--- src/hdl/iu_csr_defines.vh ---
// Constants for the integer unit control and status register block.
// Assumes inclusion by bare name from the design files under hdl/.
`ifndef IU_CSR_DEFINES_VH
`define IU_CSR_DEFINES_VH

// -----------------------------------------------------------------------------
// Register selector codes on the privileged register access port.
// -----------------------------------------------------------------------------
`define SEL_MASK 3'h0
`define SEL_TRAP_BASE 3'h1
`define SEL_MUL_HI 3'h2
`define SEL_CUR_ADDR 3'h3
`define SEL_NEXT_ADDR 3'h4
`define SEL_ANCILLARY 3'h5
`define SEL_DEFER_QUEUE 3'h6

// -----------------------------------------------------------------------------
// Trap base register field layout.
// -----------------------------------------------------------------------------
`define TB_BASE_HI 31
`define TB_BASE_LO 12
`define TB_CODE_HI 11
`define TB_CODE_LO 4
`define TB_ZERO_HI 3

// -----------------------------------------------------------------------------
// Trap codes raised by this block, reset values and the instruction step.
// -----------------------------------------------------------------------------
`define TRAP_PRIV_INSTR 8'h03
`define TRAP_WIN_OVERFLOW 8'h05
`define TRAP_WIN_UNDERFLOW 8'h06
`define TRAP_ILLEGAL_INSTR 8'h02
`define RESET_WORD 32'h00000000
`define RESET_NEXT_ADDR 32'h00000004
`define INSTR_STEP 32'h00000004

// -----------------------------------------------------------------------------
// Ancillary register numbering.
// -----------------------------------------------------------------------------
`define ANC_FIRST_IMPL 5'h10
`define ANC_IMPL_COUNT 16

`endif

--- src/hdl/ancillary_bank.v ---
// Small memory of implementation-defined ancillary state registers 16..31.
// Assumes the caller has already checked privilege and the register number.
`timescale 1ns/1ps

module ancillary_bank #(
  parameter DEPTH = 16,
  parameter AW = 4
) (
  input wire core_clk,
  input wire sys_rst,
  input wire wr_en,
  input wire [AW-1:0] wr_addr,
  input wire [31:0] wr_data,
  input wire [AW-1:0] rd_addr,
  output reg [31:0] rd_data
);

  // ---------------------------------------------------------------------------
  // Storage.
  // ---------------------------------------------------------------------------
  reg [31:0] mem_q [0:DEPTH-1]; // One word per ancillary register.

  // Each entry clears on reset so reads never return stale data.
  genvar gi;
  generate
    for (gi = 0; gi < DEPTH; gi = gi + 1)
    begin : g_entry
      always @(posedge core_clk)
      begin
        if (sys_rst)
        begin
          mem_q[gi] <= 32'h00000000;
        end
        else if (wr_en && (wr_addr == gi))
        begin
          mem_q[gi] <= wr_data;
        end
      end
    end
  endgenerate

  // Registered read port.
  always @(posedge core_clk)
  begin
    if (sys_rst)
    begin
      rd_data <= 32'h00000000;
    end
    else
    begin
      rd_data <= mem_q[rd_addr];
    end
  end

endmodule

--- src/hdl/iu_control_status_regs.v ---
// Integer unit control and status registers: invalid mask, trap base,
// multiply high word, instruction address pair, ancillary registers, queue.
// Assumes the core issues at most one request per cycle and honours trap_req.
//
// Overview of operation
// - One mask bit per implemented window.
// - Save/restore/return trap if target masked.
// - Unimplemented mask bits read zero, writes dropped.
// - Mask register is thirty-two bits wide.
// - Mask reached only by privileged read/write.
// - Trap base: base, code, zero fields.
// - Base field loaded only by base write.
// - Hardware writes trap code on each trap.
// - Low four trap base bits read zero.
// - Multiply results load the high word.
// - Divides take dividend high from register.
// - High word readable and writable directly.
// - Current and next instruction address held.
// - Delay instruction runs unless annulled.
// - During delay slot next points target.
// - Trap entry hands both addresses out.
// - Call and jump-link read current address.
// - Ancillary numbers 1-15 reserved, 16-31 implemented.
// - Ancillary access privileged when register privileged.
// - Deferred queue reachable only when privileged.
// - Window index wraps on traps/saves/restores.
`timescale 1ns/1ps
`include "iu_csr_defines.vh"

module iu_control_status_regs #(
  parameter NWIN = 8,
  parameter [15:0] ANC_PRIV_MAP = 16'hffff,
  parameter QDEPTH = 2
) (
  input wire core_clk,
  input wire sys_rst,
  input wire supervisor,
  input wire acc_rd,
  input wire acc_wr,
  input wire [2:0] acc_sel,
  input wire [4:0] acc_anc_num,
  input wire [31:0] acc_wdata,
  output reg [31:0] acc_rdata,
  output reg acc_rvalid,
  input wire save_req,
  input wire restore_req,
  input wire return_from_trap_instr_req,
  input wire trap_in,
  input wire [7:0] trap_in_code,
  output reg trap_req,
  output reg [7:0] trap_code,
  output wire [31:0] trap_vector,
  output reg [31:0] saved_cur_addr,
  output reg [31:0] saved_next_addr,
  output reg saved_valid,
  output wire [4:0] window_index,
  input wire step_valid,
  input wire xfer_taken,
  input wire xfer_annul,
  input wire [31:0] xfer_target,
  output wire [31:0] cur_instr_addr,
  output wire [31:0] next_instr_addr,
  output wire [31:0] link_addr,
  input wire mul_valid,
  input wire [31:0] mul_hi_result,
  output wire [31:0] div_dividend_hi,
  input wire queue_push,
  input wire [31:0] queue_push_data
);

  // ---------------------------------------------------------------------------
  // State.
  // ---------------------------------------------------------------------------
  reg [31:0] window_invalid_mask_q; // Invalid window mask.
  reg [31:0] window_invalid_mask_d;
  reg [19:0] trap_base_field_q; // Trap table base.
  reg [7:0] trap_code_field_q; // Code of the most recent trap.
  reg [31:0] mul_div_hi_word_q; // Multiply/divide high word.
  reg [31:0] cur_addr_q; // Current instruction address.
  reg [31:0] next_addr_q; // Next instruction address.
  reg annul_q; // Next fetched instruction is annulled.
  reg [31:0] queue_q [0:QDEPTH-1]; // Deferred trap queue entries.
  reg [31:0] qword_d;
  reg anc_rd_q; // Read data of this cycle comes from the bank.
  wire [31:0] anc_rdata;
  wire [4:0] dec_target;
  wire [4:0] inc_target;
  wire dec_invalid;
  wire inc_invalid;

  // Implemented-window mask: higher bits are forced to zero.
  localparam [31:0] IMPL_MASK = (NWIN >= 32) ? 32'hffffffff :
    ((32'h00000001 << NWIN) - 32'h00000001);

  // ---------------------------------------------------------------------------
  // Access qualification.
  // ---------------------------------------------------------------------------
  wire acc_any = acc_rd | acc_wr;
  wire anc_impl = (acc_anc_num >= `ANC_FIRST_IMPL);
  wire [3:0] anc_idx = acc_anc_num[3:0];
  wire anc_priv = ANC_PRIV_MAP[anc_idx];
  // Ancillary slots need supervisor mode only when marked privileged.
  wire need_priv = (acc_sel == `SEL_ANCILLARY) ? anc_priv :
    (acc_sel != `SEL_MUL_HI);
  wire priv_fault = acc_any && need_priv && !supervisor;
  wire bad_sel = acc_any && ((acc_sel == `SEL_ANCILLARY) && !anc_impl);
  wire wr_ok = acc_wr && !priv_fault && !bad_sel;
  wire rd_ok = acc_rd && !priv_fault && !bad_sel;

  // ---------------------------------------------------------------------------
  // Window moves: a trapping move leaves the index where it is.
  // ---------------------------------------------------------------------------
  wire save_trap = save_req && dec_invalid;
  wire rest_trap = (restore_req || return_from_trap_instr_req) && inc_invalid;
  wire win_dec = (save_req && !dec_invalid) || trap_in;
  wire win_inc = (restore_req || return_from_trap_instr_req) && !inc_invalid && !trap_in;

  window_ring #(
    .NWIN(NWIN),
    .IW(5)
  ) u_ring (
    .core_clk(core_clk),
    .sys_rst(sys_rst),
    .dec_req(win_dec),
    .inc_req(win_inc),
    .mask(window_invalid_mask_q),
    .window_index(window_index),
    .dec_target(dec_target),
    .inc_target(inc_target),
    .dec_invalid(dec_invalid),
    .inc_invalid(inc_invalid)
  );

  ancillary_bank #(
    .DEPTH(`ANC_IMPL_COUNT),
    .AW(4)
  ) u_anc (
    .core_clk(core_clk),
    .sys_rst(sys_rst),
    .wr_en(wr_ok && (acc_sel == `SEL_ANCILLARY)),
    .wr_addr(anc_idx),
    .wr_data(acc_wdata),
    .rd_addr(anc_idx),
    .rd_data(anc_rdata)
  );

  // ---------------------------------------------------------------------------
  // Combinational views.
  // ---------------------------------------------------------------------------
  assign trap_vector = {trap_base_field_q, trap_code_field_q, 4'h0};
  assign cur_instr_addr = cur_addr_q;
  assign next_instr_addr = next_addr_q;
  assign link_addr = cur_addr_q;
  assign div_dividend_hi = mul_div_hi_word_q;

  // Mask write keeps only implemented windows.
  always @*
  begin
    window_invalid_mask_d = window_invalid_mask_q;
    if (wr_ok && (acc_sel == `SEL_MASK))
    begin
      window_invalid_mask_d = acc_wdata & IMPL_MASK;
    end
  end

  // Queue read word, chosen by bit 0 of the number: entry 0 or the last entry.
  always @*
  begin
    qword_d = queue_q[0];
    if (acc_anc_num[0] && (QDEPTH > 1))
    begin
      qword_d = queue_q[QDEPTH-1];
    end
  end

  // ---------------------------------------------------------------------------
  // Control and status registers.
  // ---------------------------------------------------------------------------
  always @(posedge core_clk)
  begin
    if (sys_rst)
    begin
      window_invalid_mask_q <= `RESET_WORD;
      trap_base_field_q <= 20'h00000;
      trap_code_field_q <= 8'h00;
      mul_div_hi_word_q <= `RESET_WORD;
    end
    else
    begin
      window_invalid_mask_q <= window_invalid_mask_d;
      // Only the base write touches the base field; code bits are ignored.
      if (wr_ok && (acc_sel == `SEL_TRAP_BASE))
      begin
        trap_base_field_q <= acc_wdata[`TB_BASE_HI:`TB_BASE_LO];
      end
      // A trap's code wins over everything else in the same cycle.
      if (trap_in)
      begin
        trap_code_field_q <= trap_in_code;
      end
      else if (priv_fault)
      begin
        trap_code_field_q <= `TRAP_PRIV_INSTR;
      end
      else if (bad_sel)
      begin
        trap_code_field_q <= `TRAP_ILLEGAL_INSTR;
      end
      else if (save_trap)
      begin
        trap_code_field_q <= `TRAP_WIN_OVERFLOW;
      end
      else if (rest_trap)
      begin
        trap_code_field_q <= `TRAP_WIN_UNDERFLOW;
      end
      // Hardware multiply result wins over a direct write of the same cycle.
      if (mul_valid)
      begin
        mul_div_hi_word_q <= mul_hi_result;
      end
      else if (wr_ok && (acc_sel == `SEL_MUL_HI))
      begin
        mul_div_hi_word_q <= acc_wdata;
      end
    end
  end

  // ---------------------------------------------------------------------------
  // Instruction address pair with delayed transfers.
  // ---------------------------------------------------------------------------
  // The delay instruction takes the old next address; the target goes to next.
  always @(posedge core_clk)
  begin
    if (sys_rst)
    begin
      cur_addr_q <= `RESET_WORD;
      next_addr_q <= `RESET_NEXT_ADDR;
      annul_q <= 1'b0;
    end
    else if (trap_in)
    begin
      cur_addr_q <= {trap_base_field_q, trap_in_code, 4'h0};
      next_addr_q <= {trap_base_field_q, trap_in_code, 4'h0} + `INSTR_STEP;
      annul_q <= 1'b0;
    end
    else if (step_valid)
    begin
      cur_addr_q <= next_addr_q;
      if (xfer_taken && !annul_q)
      begin
        next_addr_q <= xfer_target;
        annul_q <= xfer_annul;
      end
      else
      begin
        next_addr_q <= next_addr_q + `INSTR_STEP;
        annul_q <= 1'b0;
      end
    end
  end

  // Trap entry snapshot for the two local registers of the new window.
  always @(posedge core_clk)
  begin
    if (sys_rst)
    begin
      saved_cur_addr <= `RESET_WORD;
      saved_next_addr <= `RESET_WORD;
      saved_valid <= 1'b0;
    end
    else
    begin
      saved_valid <= trap_in;
      if (trap_in)
      begin
        saved_cur_addr <= cur_addr_q;
        saved_next_addr <= next_addr_q;
      end
    end
  end

  // ---------------------------------------------------------------------------
  // Deferred trap queue: a shift queue filled by the core.
  // ---------------------------------------------------------------------------
  genvar qi;
  generate
    for (qi = 0; qi < QDEPTH; qi = qi + 1)
    begin : g_queue
      always @(posedge core_clk)
      begin
        if (sys_rst)
        begin
          queue_q[qi] <= `RESET_WORD;
        end
        else if (wr_ok && (acc_sel == `SEL_DEFER_QUEUE))
        begin
          queue_q[qi] <= acc_wdata;
        end
        else if (queue_push)
        begin
          queue_q[qi] <= (qi == 0) ? queue_push_data : queue_q[(qi == 0) ? 0 : qi - 1];
        end
      end
    end
  endgenerate

  // ---------------------------------------------------------------------------
  // Read path and trap request.
  // ---------------------------------------------------------------------------
  // Faults and window traps are reported one cycle after the request.
  always @(posedge core_clk)
  begin
    if (sys_rst)
    begin
      acc_rdata <= `RESET_WORD;
      acc_rvalid <= 1'b0;
      anc_rd_q <= 1'b0;
      trap_req <= 1'b0;
      trap_code <= 8'h00;
    end
    else
    begin
      trap_req <= priv_fault || bad_sel || save_trap || rest_trap;
      trap_code <= priv_fault ? `TRAP_PRIV_INSTR :
        (bad_sel ? `TRAP_ILLEGAL_INSTR :
        (save_trap ? `TRAP_WIN_OVERFLOW : `TRAP_WIN_UNDERFLOW));
      acc_rvalid <= rd_ok && (acc_sel != `SEL_ANCILLARY);
      anc_rd_q <= rd_ok && (acc_sel == `SEL_ANCILLARY);
      if (anc_rd_q)
      begin
        acc_rdata <= anc_rdata;
        acc_rvalid <= 1'b1;
      end
      else if (rd_ok)
      begin
        if (acc_sel == `SEL_MASK)
        begin
          acc_rdata <= window_invalid_mask_q;
        end
        else if (acc_sel == `SEL_TRAP_BASE)
        begin
          acc_rdata <= {trap_base_field_q, trap_code_field_q, 4'h0};
        end
        else if (acc_sel == `SEL_MUL_HI)
        begin
          acc_rdata <= mul_div_hi_word_q;
        end
        else if (acc_sel == `SEL_CUR_ADDR)
        begin
          acc_rdata <= cur_addr_q;
        end
        else if (acc_sel == `SEL_NEXT_ADDR)
        begin
          acc_rdata <= next_addr_q;
        end
        else if (acc_sel == `SEL_DEFER_QUEUE)
        begin
          acc_rdata <= qword_d;
        end
        else
        begin
          acc_rdata <= `RESET_WORD;
        end
      end
    end
  end

endmodule

--- src/hdl/window_ring.v ---
// Current window index counter with the invalid mask check for save and restore.
// Assumes one window move request per cycle from the core's decode stage.
`timescale 1ns/1ps

module window_ring #(
  parameter NWIN = 8,
  parameter IW = 5
) (
  input wire core_clk,
  input wire sys_rst,
  input wire dec_req,
  input wire inc_req,
  input wire [31:0] mask,
  output wire [IW-1:0] window_index,
  output wire [IW-1:0] dec_target,
  output wire [IW-1:0] inc_target,
  output wire dec_invalid,
  output wire inc_invalid
);

  // ---------------------------------------------------------------------------
  // Index register.
  // ---------------------------------------------------------------------------
  reg [IW-1:0] idx_q; // Current window index.
  reg [IW-1:0] idx_d; // Next index.

  localparam [IW-1:0] LAST = NWIN - 1;
  localparam [IW-1:0] ONE = 1;

  // Wrap explicitly, because the window count need not be a power of two.
  assign dec_target = (idx_q == {IW{1'b0}}) ? LAST : idx_q - ONE;
  assign inc_target = (idx_q == LAST) ? {IW{1'b0}} : idx_q + ONE;
  // The target window is flagged when its mask bit is set.
  assign dec_invalid = mask[dec_target];
  assign inc_invalid = mask[inc_target];
  assign window_index = idx_q;

  // Move the index; the caller suppresses requests that would trap.
  always @*
  begin
    idx_d = idx_q;
    if (dec_req)
    begin
      idx_d = dec_target;
    end
    else if (inc_req)
    begin
      idx_d = inc_target;
    end
  end

  // Index state.
  always @(posedge core_clk)
  begin
    if (sys_rst)
    begin
      idx_q <= {IW{1'b0}};
    end
    else
    begin
      idx_q <= idx_d;
    end
  end

endmodule

--- config.mk ---
export PLATFORM = sky130hd
export DESIGN_NAME = iu_control_status_regs
export DESIGN_NICKNAME = d
export VERILOG_FILES = /design/src/hdl/ancillary_bank.v /design/src/hdl/iu_control_status_regs.v /design/src/hdl/window_ring.v
export VERILOG_INCLUDE_DIRS = /design/src /design/src/hdl
export SDC_FILE = /design/constraint.sdc
export NUM_CORES = 1
export LEC_CHECK = 0
export ABC_AREA = 1
export BUFFER_PORTS_ARGS = -buffer_cell sky130_fd_sc_hd__buf_4
export CAP_MARGIN = 20
export CORE_ASPECT_RATIO = 1.75
export CORE_UTILIZATION = 35
export CTS_CLUSTER_SIZE = 20
export DETAILED_ROUTE_END_ITERATION = 12
export GPL_TIMING_DRIVEN = 0
export SYNTH_ARGS = -nofsm -noshare
export SYNTH_HDL_FRONTEND = slang
export SYNTH_SLANG_ARGS = --single-unit
--- constraint.sdc ---
create_clock -name core_clk -period 3.9 [get_ports core_clk]
set_input_delay 0.39 -clock core_clk [delete_from_list [all_inputs] [get_ports core_clk]]
set_output_delay 0.39 -clock core_clk [all_outputs]
set_load 0.01 [all_outputs]
==> results.cfg, run 1 <==
[final_layout]
final_cells = 6004
area_growth_pct = 23.68
post-route-util_pct = 43.67
fin_area_sq_mm = 0.04619
fill_cells = 10410
nets = 4734
register_area_sq_mm = 0.02276
multiInputGateArea_sq_mm = 0.01244
drive_above_1_share_pct = 14.75

[clock_network]
clk_latency_ns = 0.72
post_cts_resize_count = 0
clk_pin_slew_ns = 0.08
htreeDepth = 3
cts_root_buf = clkbuf_16
cts_buffers = 77
holdBufCountCts = 60
clock-sinks = 849
clk_path_buf_depth = 3
tritoncts = built
cts_setup_buffers = 0

[global_route]
grt.total_usage_pct = 35.41
grt_pass1_vias = 33400
grt-ovfl-total = 0
grt_pass1_wl_um = 262100
antenna_found_initial = 8
grt_max_degree = 24

[power_and_ir_drop]
power_switching_w = 0.006241
p_per_area_mw_per_mm2 = 473.7
p_int_w = 0.01564
p_leak_nw = 18.02
p_clk_share_pct = 38.5
peakVddDrop_v = 0.0002675
p_sw_share_pct = 28.52
p_seq_share_pct = 47.8
power_w = 0.02188
p_comb_share_pct = 13.7

[yosys]
synthCells = 3986
synth_top_area_share_pct = 46.31
syn_area_sq_mm = 0.03735
syn_avg_cell_area_sq_um = 9.370
synth.distinct_cells = 45
synth-edff-count = 576
async_flop_share_pct = 0
yosysWarnings = 0
ys_seq_elements = 849
yosysTopAreaCell = edfxtp_1
synthFlopType = edfxtp_1
synth_seq_area_share_pct = 60.95
synth_area_leaders = edfxtp_1 46%, dfxtp_1 15%, nand2_1 6.8%, nor2_1 6.1%, nand3_1 6.0%

[timing]
setup_viol = 0
fin_ws_ns = 0.1877
finalMaxSlewViolations = 0
maxSlewHeadroom_pct = 9.060
worst_slew_pin_slew_ns = 1.364
fmax_ghz = 0.2694
finalCriticalPeriod_ns = 3.712
skew_ns = 0.03048
period_share_pct = 95.19
finalHoldViolations = 0
rsz0062_at_grt = no

[die]
ios = 430
dieArea_sq_mm = 0.1081
num_rows = 158
die_y_um = 434.1
core_area_sq_mm = 0.1058
die_w_um = 248.9
initial_utilization_pct = 35.31

[place]
io_buffer_count = 414
dp.cells = 5788
place_area_sq_mm = 0.04277
dp_hpwl_um = 151000
place_congestion = 1.046
place_ws_ns = -0.5082

[setup_path]
startpoint_type = input pin
critPathCaptureType = flop
arrival_ns = 4.21
critPathRequiredTime_ns = 4.39
worst-path-max-fanout = 10
crit_type = input pin to flop

[worst_hold_path]
min_path_type = input pin to flop

[drt]
drt_iter0_drc = 3960
drt-total-wl_um = 194400
dr.pass1.iters = 8
vias = 34470
via_per_inst = 5.742
wl_per_cell_um = 32.37
drc = 0
ant_nets = 0

[run_status]
run_status = completed

[run]
maxCapViolCount = 0
==> routing by layer <==
layer | global-route usage [%] | routed length (um) | up-vias
met5 | 0 | 28 | -
met1 | 33.58 | 59980 | 16730
met3 | 6.525 | 13960 | 658
li1 | - | - | 14970
met4 | 37.50 | 24310 | 4
met2 | 62.39 | 96090 | 2113
==> power by group through the flow <==
stage | registers, W | clock network, W | logic, W
final | 0.0105 | 0.00841 | 0.00301
after global routing | 0.0105 | 0.00872 | 0.00317
after CTS | 0.0104 | 0.00839 | 0.00292
after detailed placement | 0.0106 | 0 | 0.00286
after global placement | 0.0107 | 0 | 0.00280
after floorplan | 0.0106 | 0 | 0.00138
==> registers in the layout, indices dropped and copies added (netlist names), 20 cells and up <==
register           cells
u_anc.mem_q          512
queue_q               64
acc_rdata             32
cur_instr_addr        32
div_dividend_hi       32
next_instr_addr       32
saved_cur_addr        32
saved_next_addr       32
u_anc.rd_data         32
trap_base_field_q     20
==> worst paths after layout <==
kind	slack (ns)	from	to	cells after the start
hold / removal	0.01	xfer_target[27]	next_instr_addr[27]	3
setup / recovery	0.19	acc_anc_num[0]	u_anc.rd_data[9]	9
hold reg to reg	0.46	saved_cur_addr[7]	saved_cur_addr[7]	2
setup reg to reg	0.53	next_instr_addr[2]	next_instr_addr[27]	10
==> final cells by class <==
type	instances	share of cell area, %
Inverter	233	1.893
Multi-Input combinational cell	2568	26.94
Clock buffer	99	4.591
Sequential cell	849	49.28
Antenna cell	6	0.03251
Tap cell	1360	3.684
Buffer	344	3.248
Timing Repair Buffer	500	9.069
Clock inverter	45	1.265
==> synthesized netlist by cell type (2+ instances only) <==
master	number
buf_1	12
edfxtp_1	576
o21bai_1	3
clkbuf_1	258
or2_2	3
o21ai_1	20
nand2_1	673
nor4_1	4
nand4_1	14
a41oi_1	14
nor2_1	608
buf_2	28
ha_1	3
inv_1	186
buf_4	46
inv_2	10
a31oi_1	75
o211ai_1	36
a21boi_0	6
nor3_2	3
a22oi_1	128
xor2_1	12
dfxtp_1	273
nand2_2	2
nor3_1	23
a211oi_1	16
o221ai_1	30
clkinv_1	37
o21ai_0	264
nor3b_1	2
nand3b_1	2
a21oi_1	139
o2111ai_1	2
a221oi_1	18
nand3_1	445
nor2_4	6
==> cell usage in the layout (no fill, tap or decap), types with 18 or more instances in the layout <==
cell type and instances:
a21oi_1 138, a221oi_1 18, a22oi_1 128, a31oi_1 75
buf_2 28, buf_4 462, clkbuf_1 269, clkbuf_16 78
clkinv_1 47, dfxtp_1 273, dlygate4sd3_1 60, edfxtp_1 576
inv_1 186, nand2_1 673, nand3_1 443, nor2_1 608
nor3_1 23, o211ai_1 36, o21ai_0 248, o21ai_1 20
o221ai_1 30
==> metrics by stage <==
step	hold slack (ns)	TNS [ns]
after floorplan	0.4432	-87.23
after global placement	0.4417	-1499.32
after detailed placement	0.4470	-42.45
after CTS	0.0003788	0
after global routing	0.03436	0
final	0.01106	0
==> critical path: stages <==
cell      delay [ns]
clkbuf_1        0.58
inv_2           0.27
nor2_1          0.24
clkbuf_1        0.57
clkbuf_1        0.56
a22oi_1         0.14
nand3_1         0.18
a221oi_1        0.15
a21oi_1         1.10
==> logic make-up after synthesis <==
kind of cell,Yosys count,synth area share [%]
AND/OR/NAND/NOR,1788,19.97
AO/OA/AOI/OAI,756,12.33
other,1,0.01004
buffers and inverters,577,6.355
adder cells (fa/ha/maj),3,0.1005
flip-flops,849,60.95
XOR/XNOR,12,0.2814
No activity file was read; power rests on OpenSTA's default activity.
==> run 2: changes to the inputs <==
Settings changed: MAX_ROUTING_LAYER set to met4, PLACE_DENSITY_LB_ADDON set to 0.08.
==> run 2 against run 1 <==
Sequential cell count stayed put. Critical path depth stayed put. Design area is 0.34% higher. Maximum frequency is 9.3% higher. Global-route usage is 1.5 points higher. Utilization is 0.15 points higher. Non-clock buffer count is 9 higher. Sequential share of layout area is 0.17 points lower.
==> results.cfg, run 2 (synthesized netlist as in run 1, its figures left out) <==
[run_status]
run_status = completed

[die]
num_rows = 158
ios = 430
initial_utilization_pct = 35.31
core_area_sq_mm = 0.1058
dieArea_sq_mm = 0.1081
die_w_um = 248.9
die_y_um = 434.1

[global_route]
grt_pass1_wl_um = 264800
grt-ovfl-total = 0
grt_pass1_vias = 33020
grt_max_degree = 27
grt.total_usage_pct = 36.86
antenna_found_initial = 7

[final_layout]
area_growth_pct = 24.10
top_register = u_anc.mem_q
nets = 4748
final_cells = 6023
largest_reg_flops = 512
mostFrequentLayoutCells = 673 x nand2_1, 608 x nor2_1, 576 x edfxtp_1
post-route-util_pct = 43.82
layout_commonest_cell = nand2_1
drive_above_1_share_pct = 14.68
top_regs = u_anc.mem_q (512), queue_q (64)

[drt]
drc = 0
wl_per_cell_um = 32.51
via_per_inst = 5.653
vias = 34050
drt-total-wl_um = 195800
dr.pass1.iters = 6
drt_iter0_drc = 3203
ant_nets = 0

[timing]
period_share_pct = 87.08
worst_slew_pin_slew_ns = 1.204
finalHoldViolations = 0
skew_ns = 0.01367
fin_ws_ns = 0.5038
finalCriticalPeriod_ns = 3.396
fmax_ghz = 0.2944
finalMaxSlewViolations = 0
setup_viol = 0
maxSlewHeadroom_pct = 19.71
rsz0062_at_grt = no
setup_tns_ns = 0

[setup_path]
critPathBufInv = 4
crit_family = buffers and inverters
critPathRequiredTime_ns = 4.42
critPathLaunch = acc_anc_num[0]
critPathSlowestCell = a21oi_1
crit_path_max_incr_delay_ns = 0.74
r2r_start = next_instr_addr[3]
arrival_ns = 3.91
path_common_cell = clkbuf_1
worst-path-max-fanout = 10
critPathCaptureType = flop
crit_type = input pin to flop
path_cells = clkbuf_1 > inv_2 > nor2_1 > clkbuf_1 > clkbuf_1 > a22oi_1 > nand3_1 > a221oi_1 > a21oi_1
startpoint_type = input pin

[place]
io_buffer_count = 414
place_congestion = 1.074
dp.cells = 5792
place_ws_ns = -0.1828
dp_hpwl_um = 155700

[clock_network]
tritoncts = built
htreeDepth = 3
cts_buffers = 82
clk_path_buf_depth = 3
clock-sinks = 849
cts_setup_buffers = 0
clk_pin_slew_ns = 0.07
cts_root_buf = clkbuf_16
post_cts_resize_count = 0
holdBufCountCts = 67
clk_latency_ns = 0.71

[power_and_ir_drop]
p_per_area_mw_per_mm2 = 473.8
p_leak_nw = 18.13
power_w = 0.02196
peakVddDrop_v = 0.0003576

[run]
maxCapViolCount = 0

[worst_hold_path]
min_path_type = input pin to flop
min-delay-start = queue_push_data[20]
-- run 2: worst paths after layout --
kind                         end  slack, ns  cells past startpoint
min               queue_q[0][20]       0.02                      3
min reg2reg   saved_next_addr[3]       0.46                      2
max             u_anc.rd_data[6]       0.50                      9
max reg2reg  next_instr_addr[27]       0.80                     10
-- run 2: stage by stage --
stage / area, sq um / hold slack [ns]
2_1_floorplan: 37380 / 0.4432
3_3_place_gp: 42190 / 0.4406
3_5_place_dp: 42860 / 0.4482
4_1_cts: 46270 / 0.0001845
5_1_grt: 46340 / 0.01464
6_report: 46350 / 0.02119
-- run 2: power breakdown --
group	internal, W	switching, W	leakage (nW)
combinational	0.000907	0.00209	9.02
sequential	0.0101	0.000347	7.76
clock	0.00471	0.00380	1.35
total	0.0157	0.00624	18.1
-- run 2: per-layer routing --
| metal | wire, um | part of all wire [%] | GRT usage (%) |
|---|---|---|---|
| met1 | 63370 | 32 | 34.17 |
| met2 | 100700 | 51 | 65.40 |
| met3 | 11070 | 5.7 | 5.927 |
| met4 | 20680 | 11 | 33.30 |
| met5 | 0 | 0 | - |
-- run 2: worst min-delay path, cell delays in order --
cell and delay (ns):
buf_4 0.08, nand2_1 0.08, nand2_1 0.07
-- run 2: area by class of cell --
type / count / area [sq um]
tap: 1360 / 1702
fill: 10660 / 59420
timing repair buffer: 509 / 4310
antenna: 10 / 25.02
clock inverter: 44 / 485.5
multi-input combinational: 2568 / 12430
clock buffer: 106 / 2258
buffer: 344 / 1499
sequential: 849 / 22760
inverter: 233 / 874.6
